--- config.mk ---
export PLATFORM = sky130hd
export DESIGN_NAME = dples_regs
export DESIGN_NICKNAME = d
export VERILOG_FILES = /design/src/design/dples_pkg.sv /design/src/design/dples_aux_snoop.sv /design/src/design/dples_lane_ctrl.sv /design/src/design/dples_regs.sv
export SDC_FILE = /design/constraint.sdc
export NUM_CORES = 1
export LEC_CHECK = 0
export BUFFER_PORTS_ARGS = -buffer_cell sky130_fd_sc_hd__clkbuf_2
export CAP_MARGIN = 15
export CORE_UTILIZATION = 61
export CTS_CLUSTER_SIZE = 28
export DETAILED_ROUTE_END_ITERATION = 10
export HOLD_SLACK_MARGIN = 0.08
export PLACE_DENSITY = 0.84
export SLEW_MARGIN = 25
export SYNTH_ARGS = -nofsm -noshare
export SYNTH_HDL_FRONTEND = slang
export SYNTH_SLANG_ARGS = --single-unit
--- constraint.sdc ---
create_clock -name core_clk_in -period 5.4 [get_ports core_clk_in]
set_input_delay 1.35 -clock core_clk_in [delete_from_list [all_inputs] [get_ports core_clk_in]]
set_output_delay 1.35 -clock core_clk_in [all_outputs]
set_load 0.01 [all_outputs]
--- src/design/dples_pkg.sv ---
// Constants and types shared by the lane equalization and snoop register bank
package dples_pkg;

	localparam int NUM_LANES    = 4;
	localparam int EQ_SEL_W     = 4;
	localparam int LANE_COUNT_W = 5;

	// Byte sub-addresses on the target port
	localparam logic [7:0] GEN_OFFSET         = 8'h0a;
	localparam logic [7:0] LANE01_EQ_OFFSET   = 8'h10;
	localparam logic [7:0] LANE23_EQ_OFFSET   = 8'h11;
	localparam logic [7:0] SNOOP_STATE_OFFSET = 8'h12;
	localparam logic [7:0] SNOOP_CTRL_OFFSET  = 8'h13;
	localparam logic [7:0] POINTER_RESET      = 8'h00;

	// Values after reset
	localparam logic [7:0] GEN_RESET         = 8'h01;
	localparam logic [7:0] LANE01_EQ_RESET   = 8'h00;
	localparam logic [7:0] LANE23_EQ_RESET   = 8'h00;
	localparam logic [7:0] SNOOP_STATE_RESET = 8'h00;
	localparam logic [7:0] SNOOP_CTRL_RESET  = 8'h00;

	// Field positions
	localparam int GEN_OVERRIDE_BIT = 4;
	localparam int CTL_SEL_LSB      = 0;
	localparam int CTL_SEL_BIT1     = 1;
	localparam int PWR_STATE_LSB    = 5;
	localparam int LANE_COUNT_LSB   = 0;
	localparam int SNOOP_DIS_BIT    = 7;
	localparam int SB_OVR_LSB       = 4;
	localparam int LANE_OFF_LSB     = 0;

	// Control select codes
	localparam logic [1:0] CTL_SHUTDOWN = 2'b00;
	localparam logic [1:0] CTL_IDLE     = 2'b01;
	localparam logic [1:0] CTL_LINK_ON  = 2'b10;

	// Snooped AUX request fields
	localparam logic [3:0]  AUX_NATIVE_WRITE     = 4'h8;
	localparam logic [19:0] DPCD_POWER_ADDR      = 20'h00600;
	localparam logic [19:0] DPCD_LANE_COUNT_ADDR = 20'h00101;
	localparam logic [1:0]  PWR_STATE_ACTIVE     = 2'b01;

	typedef enum logic [2:0] {
		AUX_IDLE,
		AUX_ADDR_MID,
		AUX_ADDR_LOW,
		AUX_LEN,
		AUX_DATA,
		AUX_SKIP
	} dples_aux_state_t;

endpackage

--- src/design/dples_aux_snoop.sv ---
// Passive decoder of AUX request bytes that catches writes to two link locations
module dples_aux_snoop
	import dples_pkg::*;
(
	input  wire logic       core_clk_in,
	input  wire logic       rst_in,
	input  wire logic       aux_valid_in,
	input  wire logic       aux_first_in,
	input  wire logic       aux_end_in,
	input  wire logic [7:0] aux_byte_in,
	output logic            pwr_cap_out,
	output logic            lane_cnt_cap_out,
	output logic [7:0]      cap_data_out
);

	dples_aux_state_t state_q;
	dples_aux_state_t state_d;
	logic [19:0]      addr_q;
	logic             write_q;
	logic             pwr_cap_q;
	logic             lane_cnt_cap_q;
	logic [7:0]       cap_data_q;

	wire logic first_byte = aux_valid_in && aux_first_in;
	wire logic data_byte  = aux_valid_in && !aux_first_in && (state_q == AUX_DATA);
	wire logic hit_pwr    = data_byte && write_q && (addr_q == DPCD_POWER_ADDR);
	wire logic hit_lanes  = data_byte && write_q && (addr_q == DPCD_LANE_COUNT_ADDR);

	always_comb
	begin
		state_d = state_q;
		if (first_byte)
			state_d = AUX_ADDR_MID;
		else if (aux_end_in)
			state_d = AUX_IDLE;
		else if (aux_valid_in)
		begin
			case (state_q)
				AUX_ADDR_MID: state_d = AUX_ADDR_LOW;
				AUX_ADDR_LOW: state_d = AUX_LEN;
				AUX_LEN:      state_d = AUX_DATA;
				AUX_DATA:     state_d = AUX_SKIP;
				default:      state_d = state_q;
			endcase
		end
	end

	always_ff @(posedge core_clk_in)
	begin
		if (rst_in)
		begin
			state_q        <= AUX_IDLE;
			addr_q         <= '0;
			write_q        <= 1'b0;
			pwr_cap_q      <= 1'b0;
			lane_cnt_cap_q <= 1'b0;
			cap_data_q     <= 8'h00;
		end
		else
		begin
			state_q        <= state_d;
			pwr_cap_q      <= hit_pwr;
			lane_cnt_cap_q <= hit_lanes;
			if (first_byte)
			begin
				write_q        <= (aux_byte_in[7:4] == AUX_NATIVE_WRITE);
				addr_q[19:16]  <= aux_byte_in[3:0];
			end
			else if (aux_valid_in && state_q == AUX_ADDR_MID)
				addr_q[15:8] <= aux_byte_in;
			else if (aux_valid_in && state_q == AUX_ADDR_LOW)
				addr_q[7:0] <= aux_byte_in;
			if (hit_pwr || hit_lanes)
				cap_data_q <= aux_byte_in;
		end
	end

	assign pwr_cap_out      = pwr_cap_q;
	assign lane_cnt_cap_out = lane_cnt_cap_q;
	assign cap_data_out     = cap_data_q;

endmodule // dples_aux_snoop

--- src/design/dples_lane_ctrl.sv ---
// Lane enable decision from snooped link state or software lane-off bits
module dples_lane_ctrl
	import dples_pkg::*;
(
	input  wire logic                    core_clk_in,
	input  wire logic                    rst_in,
	input  wire logic [1:0]              control_select_in,
	input  wire logic                    snoop_disable_in,
	input  wire logic [NUM_LANES-1:0]    per_lane_off_bits_in,
	input  wire logic [1:0]              pwr_state_in,
	input  wire logic [LANE_COUNT_W-1:0] lane_count_in,
	output logic [NUM_LANES-1:0]         lane_en_out
);

	logic [NUM_LANES-1:0] lane_en_q;
	logic [NUM_LANES-1:0] snoop_en;

	genvar g;
	generate
		for (g = 0; g < NUM_LANES; g++)
		begin : g_lane
			// Lanes below the snooped count carry data, the rest sleep
			assign snoop_en[g] = (pwr_state_in == PWR_STATE_ACTIVE)
				&& (LANE_COUNT_W'(g) < lane_count_in);
		end
	endgenerate

	wire logic link_on = (control_select_in == CTL_LINK_ON);
	wire logic [NUM_LANES-1:0] lane_en_d = !link_on ? '0
		: snoop_disable_in ? ~per_lane_off_bits_in
		: snoop_en;

	always_ff @(posedge core_clk_in)
	begin
		if (rst_in)
			lane_en_q <= '0;
		else
			lane_en_q <= lane_en_d;
	end

	assign lane_en_out = lane_en_q;

endmodule // dples_lane_ctrl

--- src/design/dples_regs.sv ---
// Register bank: lane equalization selectors, snooped link state and lane control
//
// How it works
// - Register 0x10 holds lane 0 selector in bits 3:0, lane 1 in 7:4.
// - Register 0x11 holds lane 2 selector in bits 3:0, lane 3 in 7:4.
// - Override clear: every selector follows the sampled strap pins, reads return it.
// - Override set: software-written selector values drive each lane's equalization.
// - Power-state field 0x12 bits 6:5 captures AUX writes to link address 0x00600.
// - Snooping active: lanes follow the captured power state.
// - Power-state field clears when control select bit 1 falls.
// - Lane-count field 0x12 bits 4:0 captures AUX writes to link address 0x00101.
// - Snooping active: lanes inside the captured count run, others are disabled.
// - Lane-count field clears when control select bit 1 falls.
// - Snooping disabled: lane enables come only from the per-lane off bits.
// - Register 0x13 bit 7 disables snooping; reset value zero keeps it active.
// - Register 0x13 bits 3:0 turn lanes 3..0 off when set.
// - Off bits written while snooping are stored yet leave lanes unchanged.
// - Registers 0x10..0x13 reset to zero; 0x12 bit 7, 0x13 bit 6 read zero.
// - Register 0x0A bit 4 selects strap or register equalization settings.
// - Register 0x0A bits 1:0 control select; only code 10 enables the link.
// - One-byte sub-address pointer; data accesses auto-increment from it.
module dples_regs
	import dples_pkg::*;
#(
	parameter logic [EQ_SEL_W-1:0] EQ_STRAP_0 = 4'h0,
	parameter logic [EQ_SEL_W-1:0] EQ_STRAP_1 = 4'h5,
	parameter logic [EQ_SEL_W-1:0] EQ_STRAP_2 = 4'ha,
	parameter logic [EQ_SEL_W-1:0] EQ_STRAP_3 = 4'hf
)
(
	input  wire logic                          core_clk_in,
	input  wire logic                          rst_in,
	input  wire logic                          reg_wr_in,
	input  wire logic                          reg_wr_first_in,
	input  wire logic [7:0]                    reg_wdata_in,
	input  wire logic                          reg_rd_in,
	output logic [7:0]                         reg_rdata_out,
	output logic                               reg_rvalid_out,
	input  wire logic [1:0]                    eq_strap_pins_in,
	input  wire logic                          aux_valid_in,
	input  wire logic                          aux_first_in,
	input  wire logic                          aux_end_in,
	input  wire logic [7:0]                    aux_byte_in,
	output logic [NUM_LANES*EQ_SEL_W-1:0]      lane_eq_out,
	output logic [NUM_LANES-1:0]               lane_en_out,
	output logic                               eq_register_override_out,
	output logic [1:0]                         control_select_out,
	output logic [1:0]                         sideband_override_out
);

	// Strap decode; the dB steps behind each code live in the analog equalizer
	function automatic logic [EQ_SEL_W-1:0] eq_from_strap(input logic [1:0] strap);
		logic [EQ_SEL_W-1:0] sel;
		sel = EQ_STRAP_0;
		case (strap)
			2'b01:   sel = EQ_STRAP_1;
			2'b10:   sel = EQ_STRAP_2;
			2'b11:   sel = EQ_STRAP_3;
			default: sel = EQ_STRAP_0;
		endcase
		return sel;
	endfunction

	logic [7:0]                    ptr_q;
	logic [7:0]                    rdata_q;
	logic                          rvalid_q;
	logic                          override_q;
	logic [1:0]                    ctl_sel_q;
	logic [1:0]                    strap_q;
	logic [EQ_SEL_W-1:0]           eq_sel_q [NUM_LANES];
	logic [NUM_LANES*EQ_SEL_W-1:0] lane_eq_q;
	logic [1:0]                    pwr_state_q;
	logic [LANE_COUNT_W-1:0]       lane_count_q;
	logic                          snoop_dis_q;
	logic [1:0]                    sb_ovr_q;
	logic [NUM_LANES-1:0]          lane_off_q;
	logic                          pwr_cap;
	logic                          lane_cnt_cap;
	logic [7:0]                    cap_data;

	// Target port decode
	wire logic data_wr  = reg_wr_in && !reg_wr_first_in;
	wire logic wr_gen   = data_wr && (ptr_q == GEN_OFFSET);
	wire logic wr_eq01  = data_wr && (ptr_q == LANE01_EQ_OFFSET);
	wire logic wr_eq23  = data_wr && (ptr_q == LANE23_EQ_OFFSET);
	wire logic wr_ctrl  = data_wr && (ptr_q == SNOOP_CTRL_OFFSET);

	// A falling control select bit 1 wipes the snooped link state
	wire logic ctl1_next = wr_gen ? reg_wdata_in[CTL_SEL_BIT1] : ctl_sel_q[1];
	wire logic ctl1_fall = ctl_sel_q[1] && !ctl1_next;

	wire logic [7:0] eq01_word = {eq_sel_q[1], eq_sel_q[0]};
	wire logic [7:0] eq23_word = {eq_sel_q[3], eq_sel_q[2]};
	wire logic [7:0] gen_word  = {3'b000, override_q, 2'b00, ctl_sel_q};
	wire logic [7:0] state_word = {1'b0, pwr_state_q, lane_count_q};
	wire logic [7:0] ctrl_word  = {snoop_dis_q, 1'b0, sb_ovr_q, lane_off_q};

	// Unmapped sub-addresses read as zero
	logic [7:0] rd_mux;

	always_comb
	begin
		rd_mux = 8'h00;
		if (ptr_q == GEN_OFFSET)
			rd_mux = gen_word;
		else if (ptr_q == LANE01_EQ_OFFSET)
			rd_mux = eq01_word;
		else if (ptr_q == LANE23_EQ_OFFSET)
			rd_mux = eq23_word;
		else if (ptr_q == SNOOP_STATE_OFFSET)
			rd_mux = state_word;
		else if (ptr_q == SNOOP_CTRL_OFFSET)
			rd_mux = ctrl_word;
	end

	// Pointer: a first byte loads it, each data byte or read moves it on
	wire logic       ptr_load = reg_wr_in && reg_wr_first_in;
	wire logic       ptr_step = data_wr || reg_rd_in;
	wire logic [7:0] ptr_d    = ptr_load ? reg_wdata_in
		: ptr_step ? ptr_q + 8'h01
		: ptr_q;
	wire logic [7:0] rdata_d  = reg_rd_in ? rd_mux : rdata_q;

	always_ff @(posedge core_clk_in)
	begin
		if (rst_in)
			ptr_q <= POINTER_RESET;
		else
			ptr_q <= ptr_d;
	end

	always_ff @(posedge core_clk_in)
	begin
		if (rst_in)
			rdata_q <= 8'h00;
		else
			rdata_q <= rdata_d;
	end

	always_ff @(posedge core_clk_in)
	begin
		if (rst_in)
			rvalid_q <= 1'b0;
		else
			rvalid_q <= reg_rd_in;
	end

	wire logic       override_d = wr_gen ? reg_wdata_in[GEN_OVERRIDE_BIT] : override_q;
	wire logic [1:0] ctl_sel_d  = wr_gen ? reg_wdata_in[CTL_SEL_LSB +: 2] : ctl_sel_q;

	always_ff @(posedge core_clk_in)
	begin
		if (rst_in)
			override_q <= GEN_RESET[GEN_OVERRIDE_BIT];
		else
			override_q <= override_d;
	end

	always_ff @(posedge core_clk_in)
	begin
		if (rst_in)
			ctl_sel_q <= GEN_RESET[CTL_SEL_LSB +: 2];
		else
			ctl_sel_q <= ctl_sel_d;
	end

	always_ff @(posedge core_clk_in)
	begin
		if (rst_in)
			strap_q <= 2'b00;
		else
			strap_q <= eq_strap_pins_in;
	end

	genvar g;
	generate
		for (g = 0; g < NUM_LANES; g++)
		begin : g_eq
			localparam int NIB = (g % 2) * EQ_SEL_W;
			wire logic lane_wr = (g < 2) ? wr_eq01 : wr_eq23;
			wire logic [7:0] rst_word = (g < 2) ? LANE01_EQ_RESET : LANE23_EQ_RESET;

			always_ff @(posedge core_clk_in)
			begin
				if (rst_in)
					eq_sel_q[g] <= rst_word[NIB +: EQ_SEL_W];
				else if (!override_q)
					eq_sel_q[g] <= eq_from_strap(strap_q);
				else if (lane_wr)
					eq_sel_q[g] <= reg_wdata_in[NIB +: EQ_SEL_W];
			end

			always_ff @(posedge core_clk_in)
			begin
				if (rst_in)
					lane_eq_q[g*EQ_SEL_W +: EQ_SEL_W] <= '0;
				else
					lane_eq_q[g*EQ_SEL_W +: EQ_SEL_W] <= eq_sel_q[g];
			end
		end
	endgenerate

	dples_aux_snoop u_snoop (
		.core_clk_in      (core_clk_in),
		.rst_in           (rst_in),
		.aux_valid_in     (aux_valid_in),
		.aux_first_in     (aux_first_in),
		.aux_end_in       (aux_end_in),
		.aux_byte_in      (aux_byte_in),
		.pwr_cap_out      (pwr_cap),
		.lane_cnt_cap_out (lane_cnt_cap),
		.cap_data_out     (cap_data)
	);

	// A capture landing on the clearing cycle wins, so no snooped write is lost
	always_ff @(posedge core_clk_in)
	begin
		if (rst_in)
		begin
			pwr_state_q  <= SNOOP_STATE_RESET[PWR_STATE_LSB +: 2];
			lane_count_q <= SNOOP_STATE_RESET[LANE_COUNT_LSB +: LANE_COUNT_W];
		end
		else
		begin
			if (pwr_cap)
				pwr_state_q <= cap_data[1:0];
			else if (ctl1_fall)
				pwr_state_q <= 2'b00;
			if (lane_cnt_cap)
				lane_count_q <= cap_data[LANE_COUNT_W-1:0];
			else if (ctl1_fall)
				lane_count_q <= '0;
		end
	end

	// Off bits are always stored; the lane controller decides whether they count
	wire logic                 snoop_dis_d = wr_ctrl ? reg_wdata_in[SNOOP_DIS_BIT] : snoop_dis_q;
	wire logic [1:0]           sb_ovr_d    = wr_ctrl ? reg_wdata_in[SB_OVR_LSB +: 2] : sb_ovr_q;
	wire logic [NUM_LANES-1:0] lane_off_d  =
		wr_ctrl ? reg_wdata_in[LANE_OFF_LSB +: NUM_LANES] : lane_off_q;

	always_ff @(posedge core_clk_in)
	begin
		if (rst_in)
			snoop_dis_q <= SNOOP_CTRL_RESET[SNOOP_DIS_BIT];
		else
			snoop_dis_q <= snoop_dis_d;
	end

	always_ff @(posedge core_clk_in)
	begin
		if (rst_in)
			sb_ovr_q <= SNOOP_CTRL_RESET[SB_OVR_LSB +: 2];
		else
			sb_ovr_q <= sb_ovr_d;
	end

	always_ff @(posedge core_clk_in)
	begin
		if (rst_in)
			lane_off_q <= SNOOP_CTRL_RESET[LANE_OFF_LSB +: NUM_LANES];
		else
			lane_off_q <= lane_off_d;
	end

	dples_lane_ctrl u_lanes (
		.core_clk_in          (core_clk_in),
		.rst_in               (rst_in),
		.control_select_in    (ctl_sel_q),
		.snoop_disable_in     (snoop_dis_q),
		.per_lane_off_bits_in (lane_off_q),
		.pwr_state_in         (pwr_state_q),
		.lane_count_in        (lane_count_q),
		.lane_en_out          (lane_en_out)
	);

	assign reg_rdata_out            = rdata_q;
	assign reg_rvalid_out           = rvalid_q;
	assign lane_eq_out              = lane_eq_q;
	assign eq_register_override_out = override_q;
	assign control_select_out       = ctl_sel_q;
	assign sideband_override_out    = sb_ovr_q;

endmodule // dples_regs

==> summary.txt <==
STA
  – Final Setup Violations: 0
  – Setup_tns: 0 ps
  – RSZ-0062 raised after global routing: no
  – Final Hold Fails: 0
  – Setup skew after layout: around 9.9 ps
  – Max Fclk: between 0.3 and 0.4 GHz
  – Crit path time final: roughly 2900 ps
  – Least-Margin Pin Slew: 986.0 ps
  – Final worst slack: 2516 ps
  – Pins Over Slew Limit: 0
  – Final period utilization: 0.5340
  – Max transition margin: 0.3412
  – Hold_ws: approximately 470 ps

Layout
  – Area of the multi-input gates: between 1500 and 2000 um2
  – Ant diodes: 0
  – Post-route cell area: about 4800 um2
  – Post-layout nets: between 500 and 600
  – Seq. cell area: 2222 um2
  – Area delta synth->final: 11.97%
  – Fill count: 533
  – Layout cells sized above 1: 0.1650

Setup path
  – Worst path arrival time: roughly 3100 ps
  – Cell Chain, Critical Path: clkbuf_2 -> buf_4 -> nor2b_1 -> o21ai_0 -> nor4_1 -> a221o_1
  – Worst path bufs/invs: 2
  – Setup CP Type: in -> reg
  – Delay-heaviest family, CP: buffers and inverters
  – Worst path required time: ~5700 ps
  – Worst Setup Start Kind: input port
  – Slowest cell on crit path: clkbuf_2
  – CP Max Fanout: 45
  – CP max stage delay: slightly below 600 ps
  – Crit end category: register

Synthesis
  – Synth area leader: dfxtp_1
  – Cell area after synthesis: 4315 um2
  – Syn Nets: 475
  – Post-synth ARST share: 0
  – Post-synth top cells: dfxtp_1, nor2_1, clkbuf_1, nand2_1
  – Mapped Cells: between 400 and 500
  – Sequential-to-total area share from yosys stat: 0.5149
  – Yosys top cell area share: 0.4036
  – Syn avg cell area: a little under 10 um2
  – Largest cells by area after synthesis: dfxtp_1, edfxtp_1, mux2i_1, nor2_1, nor2b_1
  – Top-count cell post-synth: dfxtp_1
  – Yosys cell types: 56
  – Register bit total from synthesis: slightly above 100
  – Main synth FF type: dfxtp_1
  – Post-synth EDFFs: 16
  – Synthesis Warnings: 0

Global route
  – Initial antenna violation count: 0
  – Met3 Track Usage GR: 0.04909
  – Met2 Use GR: 0.4358
  – Global Route Usage Sum: 0.2737
  – Met1 Usage GRT: 0.3750
  – Total global routing overflow: 0
  – Largest net degree at the start of global routing: 46
  – Global-route wire length before repair: roughly 16000 um
  – GRT Max-Usage Layer: met2
  – Vias in the first global route: ~3100

Floorplanning
  – Die area: between 7000 and 8000 um2
  – Die H: around 86 um
  – Row cnt: 30
  – Die width: about 86 um
  – # IOs: 60
  – CORE AREA: roughly 6800 um2
  – Initial Util: 0.6317

Detailed routing
  – Via count: 3560
  – Avg WL per Cell: ~17 um
  – Final ANT Viol Nets: 0
  – Post-Route WL: 9858 um
  – Detailed-route DRC error count: 0
  – DR pass1 iterations: 7
  – DRT iter0 DRCs: 285
  – Via/cell ratio: 6.065

Run
  – Max-cap check violation count: 0

Place
  – Port Buffers: 59
  – Area post-placement: approximately 4600 um2
  – GP Congestion: between 0.8 and 0.9
  – Hpwl dp: 6921 um
  – Pre-CTS setup slack: roughly 2200 ps

Power and ir drop
  – Power Total: ~1.4 mW
  – Lkg Pwr: 2.166 nW
  – Maximum vdd drop: 203.9 uV
  – Pwr/cell area: between 200 and 300 nW/um2

CTS
  – Clk Latency, worst-skew pair: around 360 ps
  – CTS Buf Count: 9
  – Clock slew at reported path FFs: ~100 ps
  – CTS HTree Levels: 3
  – Clock tree buffer depth: 2
  – Sink Count: slightly above 100
  – PostCTS Resize Cnt: 0
  – CTS tree: done
  – Root buf cell: clkbuf_8
  – Postcts setup bufs: 0
  – Hold Buf Count CTS: 0

Status
  – Status: completed

Worst hold path
  – HP Class: reg -> reg
[where the power goes]
part / switching [mW] / internal, mW / total, mW
sequential: 0.0145 / 0.796 / 0.810
combinational: 0.0770 / 0.0426 / 0.120
clock: 0.274 / 0.220 / 0.494
total: 0.365 / 1.06 / 1.42
[worst reg2reg max path, delay by kind of cell, from the launching register on]
kind	cells	cell delay, ps
AND/OR/NAND/NOR	3	1080
adder cells (fa/ha/maj)	1	510
flip-flops	1	370
AO/OA/AOI/OAI	1	220
buffers and inverters	1	130
[metal layers]
metal	up-vias	wire, um
li1	1690	-
met1	1693	4426
met2	160	4635
met3	17	684
met4	0	113
met5	-	0
[placed cells by master, fill, tap and decap left out, types with 12 or more instances in the layout]
master,netlist,final
a21o_1,18,18
a21oi_1,24,24
clkbuf_2,0,59
dfxtp_1,87,87
edfxtp_1,16,16
mux2i_1,26,26
nand2_1,27,27
nand4_1,12,12
nor2_1,46,46
nor2b_1,26,26
o21ai_0,17,17
[area by class of cell]
| type | instances | share of cell area |
|---|---|---|
| Clock buffer | 9 | 0.02563 |
| Timing Repair Buffer | 60 | 0.06266 |
| Tap cell | 96 | 0.02486 |
| Multi-Input combinational cell | 305 | 0.4052 |
| Sequential cell | 103 | 0.4599 |
| Inverter | 7 | 0.005438 |
| Clock inverter | 7 | 0.01631 |
[kinds of logic after synthesis]
logic type,synth area share
and+or+nand+nor,0.2177
DFF,0.5149
AOI/OAI and AO/OA,0.1569
buffers and inverters,0.03247
muxes,0.06031
adders and majority gates,0.01160
xor gates and xnor gates,0.006090
[worst paths after layout]
path	to	slack [ps]	depth (start not counted)	start
setup reg to reg	pwr_state_q[1]	3000	6	ptr_q[0]
hold reg to reg	u_snoop.addr_q[18]	470	2	u_snoop.addr_q[18]
hold / removal	u_snoop.addr_q[18]	470	2	u_snoop.addr_q[18]
setup / recovery	reg_rdata_out[1]	2520	6	rst_in
[state kept, by name, summed over array words and instances (netlist names), 3 cells and up]
register	flops
eq_sel_q	16
lane_count_q	5
lane_eq_out	16
lane_off_q	4
ptr_q	8
reg_rdata_out	8
u_lanes.lane_en_out	4
u_snoop.addr_q	20
u_snoop.cap_data_out	5
u_snoop.state_q	3
[metrics by stage]
| step | utilization | std cells |
|---|---|---|
| 6_report | 0.7073 | 587 |
| 5_1_grt | 0.7073 | 587 |
| 4_1_cts | 0.7066 | 587 |
| 3_5_place_dp | 0.6769 | 571 |
| 3_3_place_gp | 0.6769 | 571 |
| 2_1_floorplan | - | 445 |
Note: power is estimated with default switching activity, not from simulation.
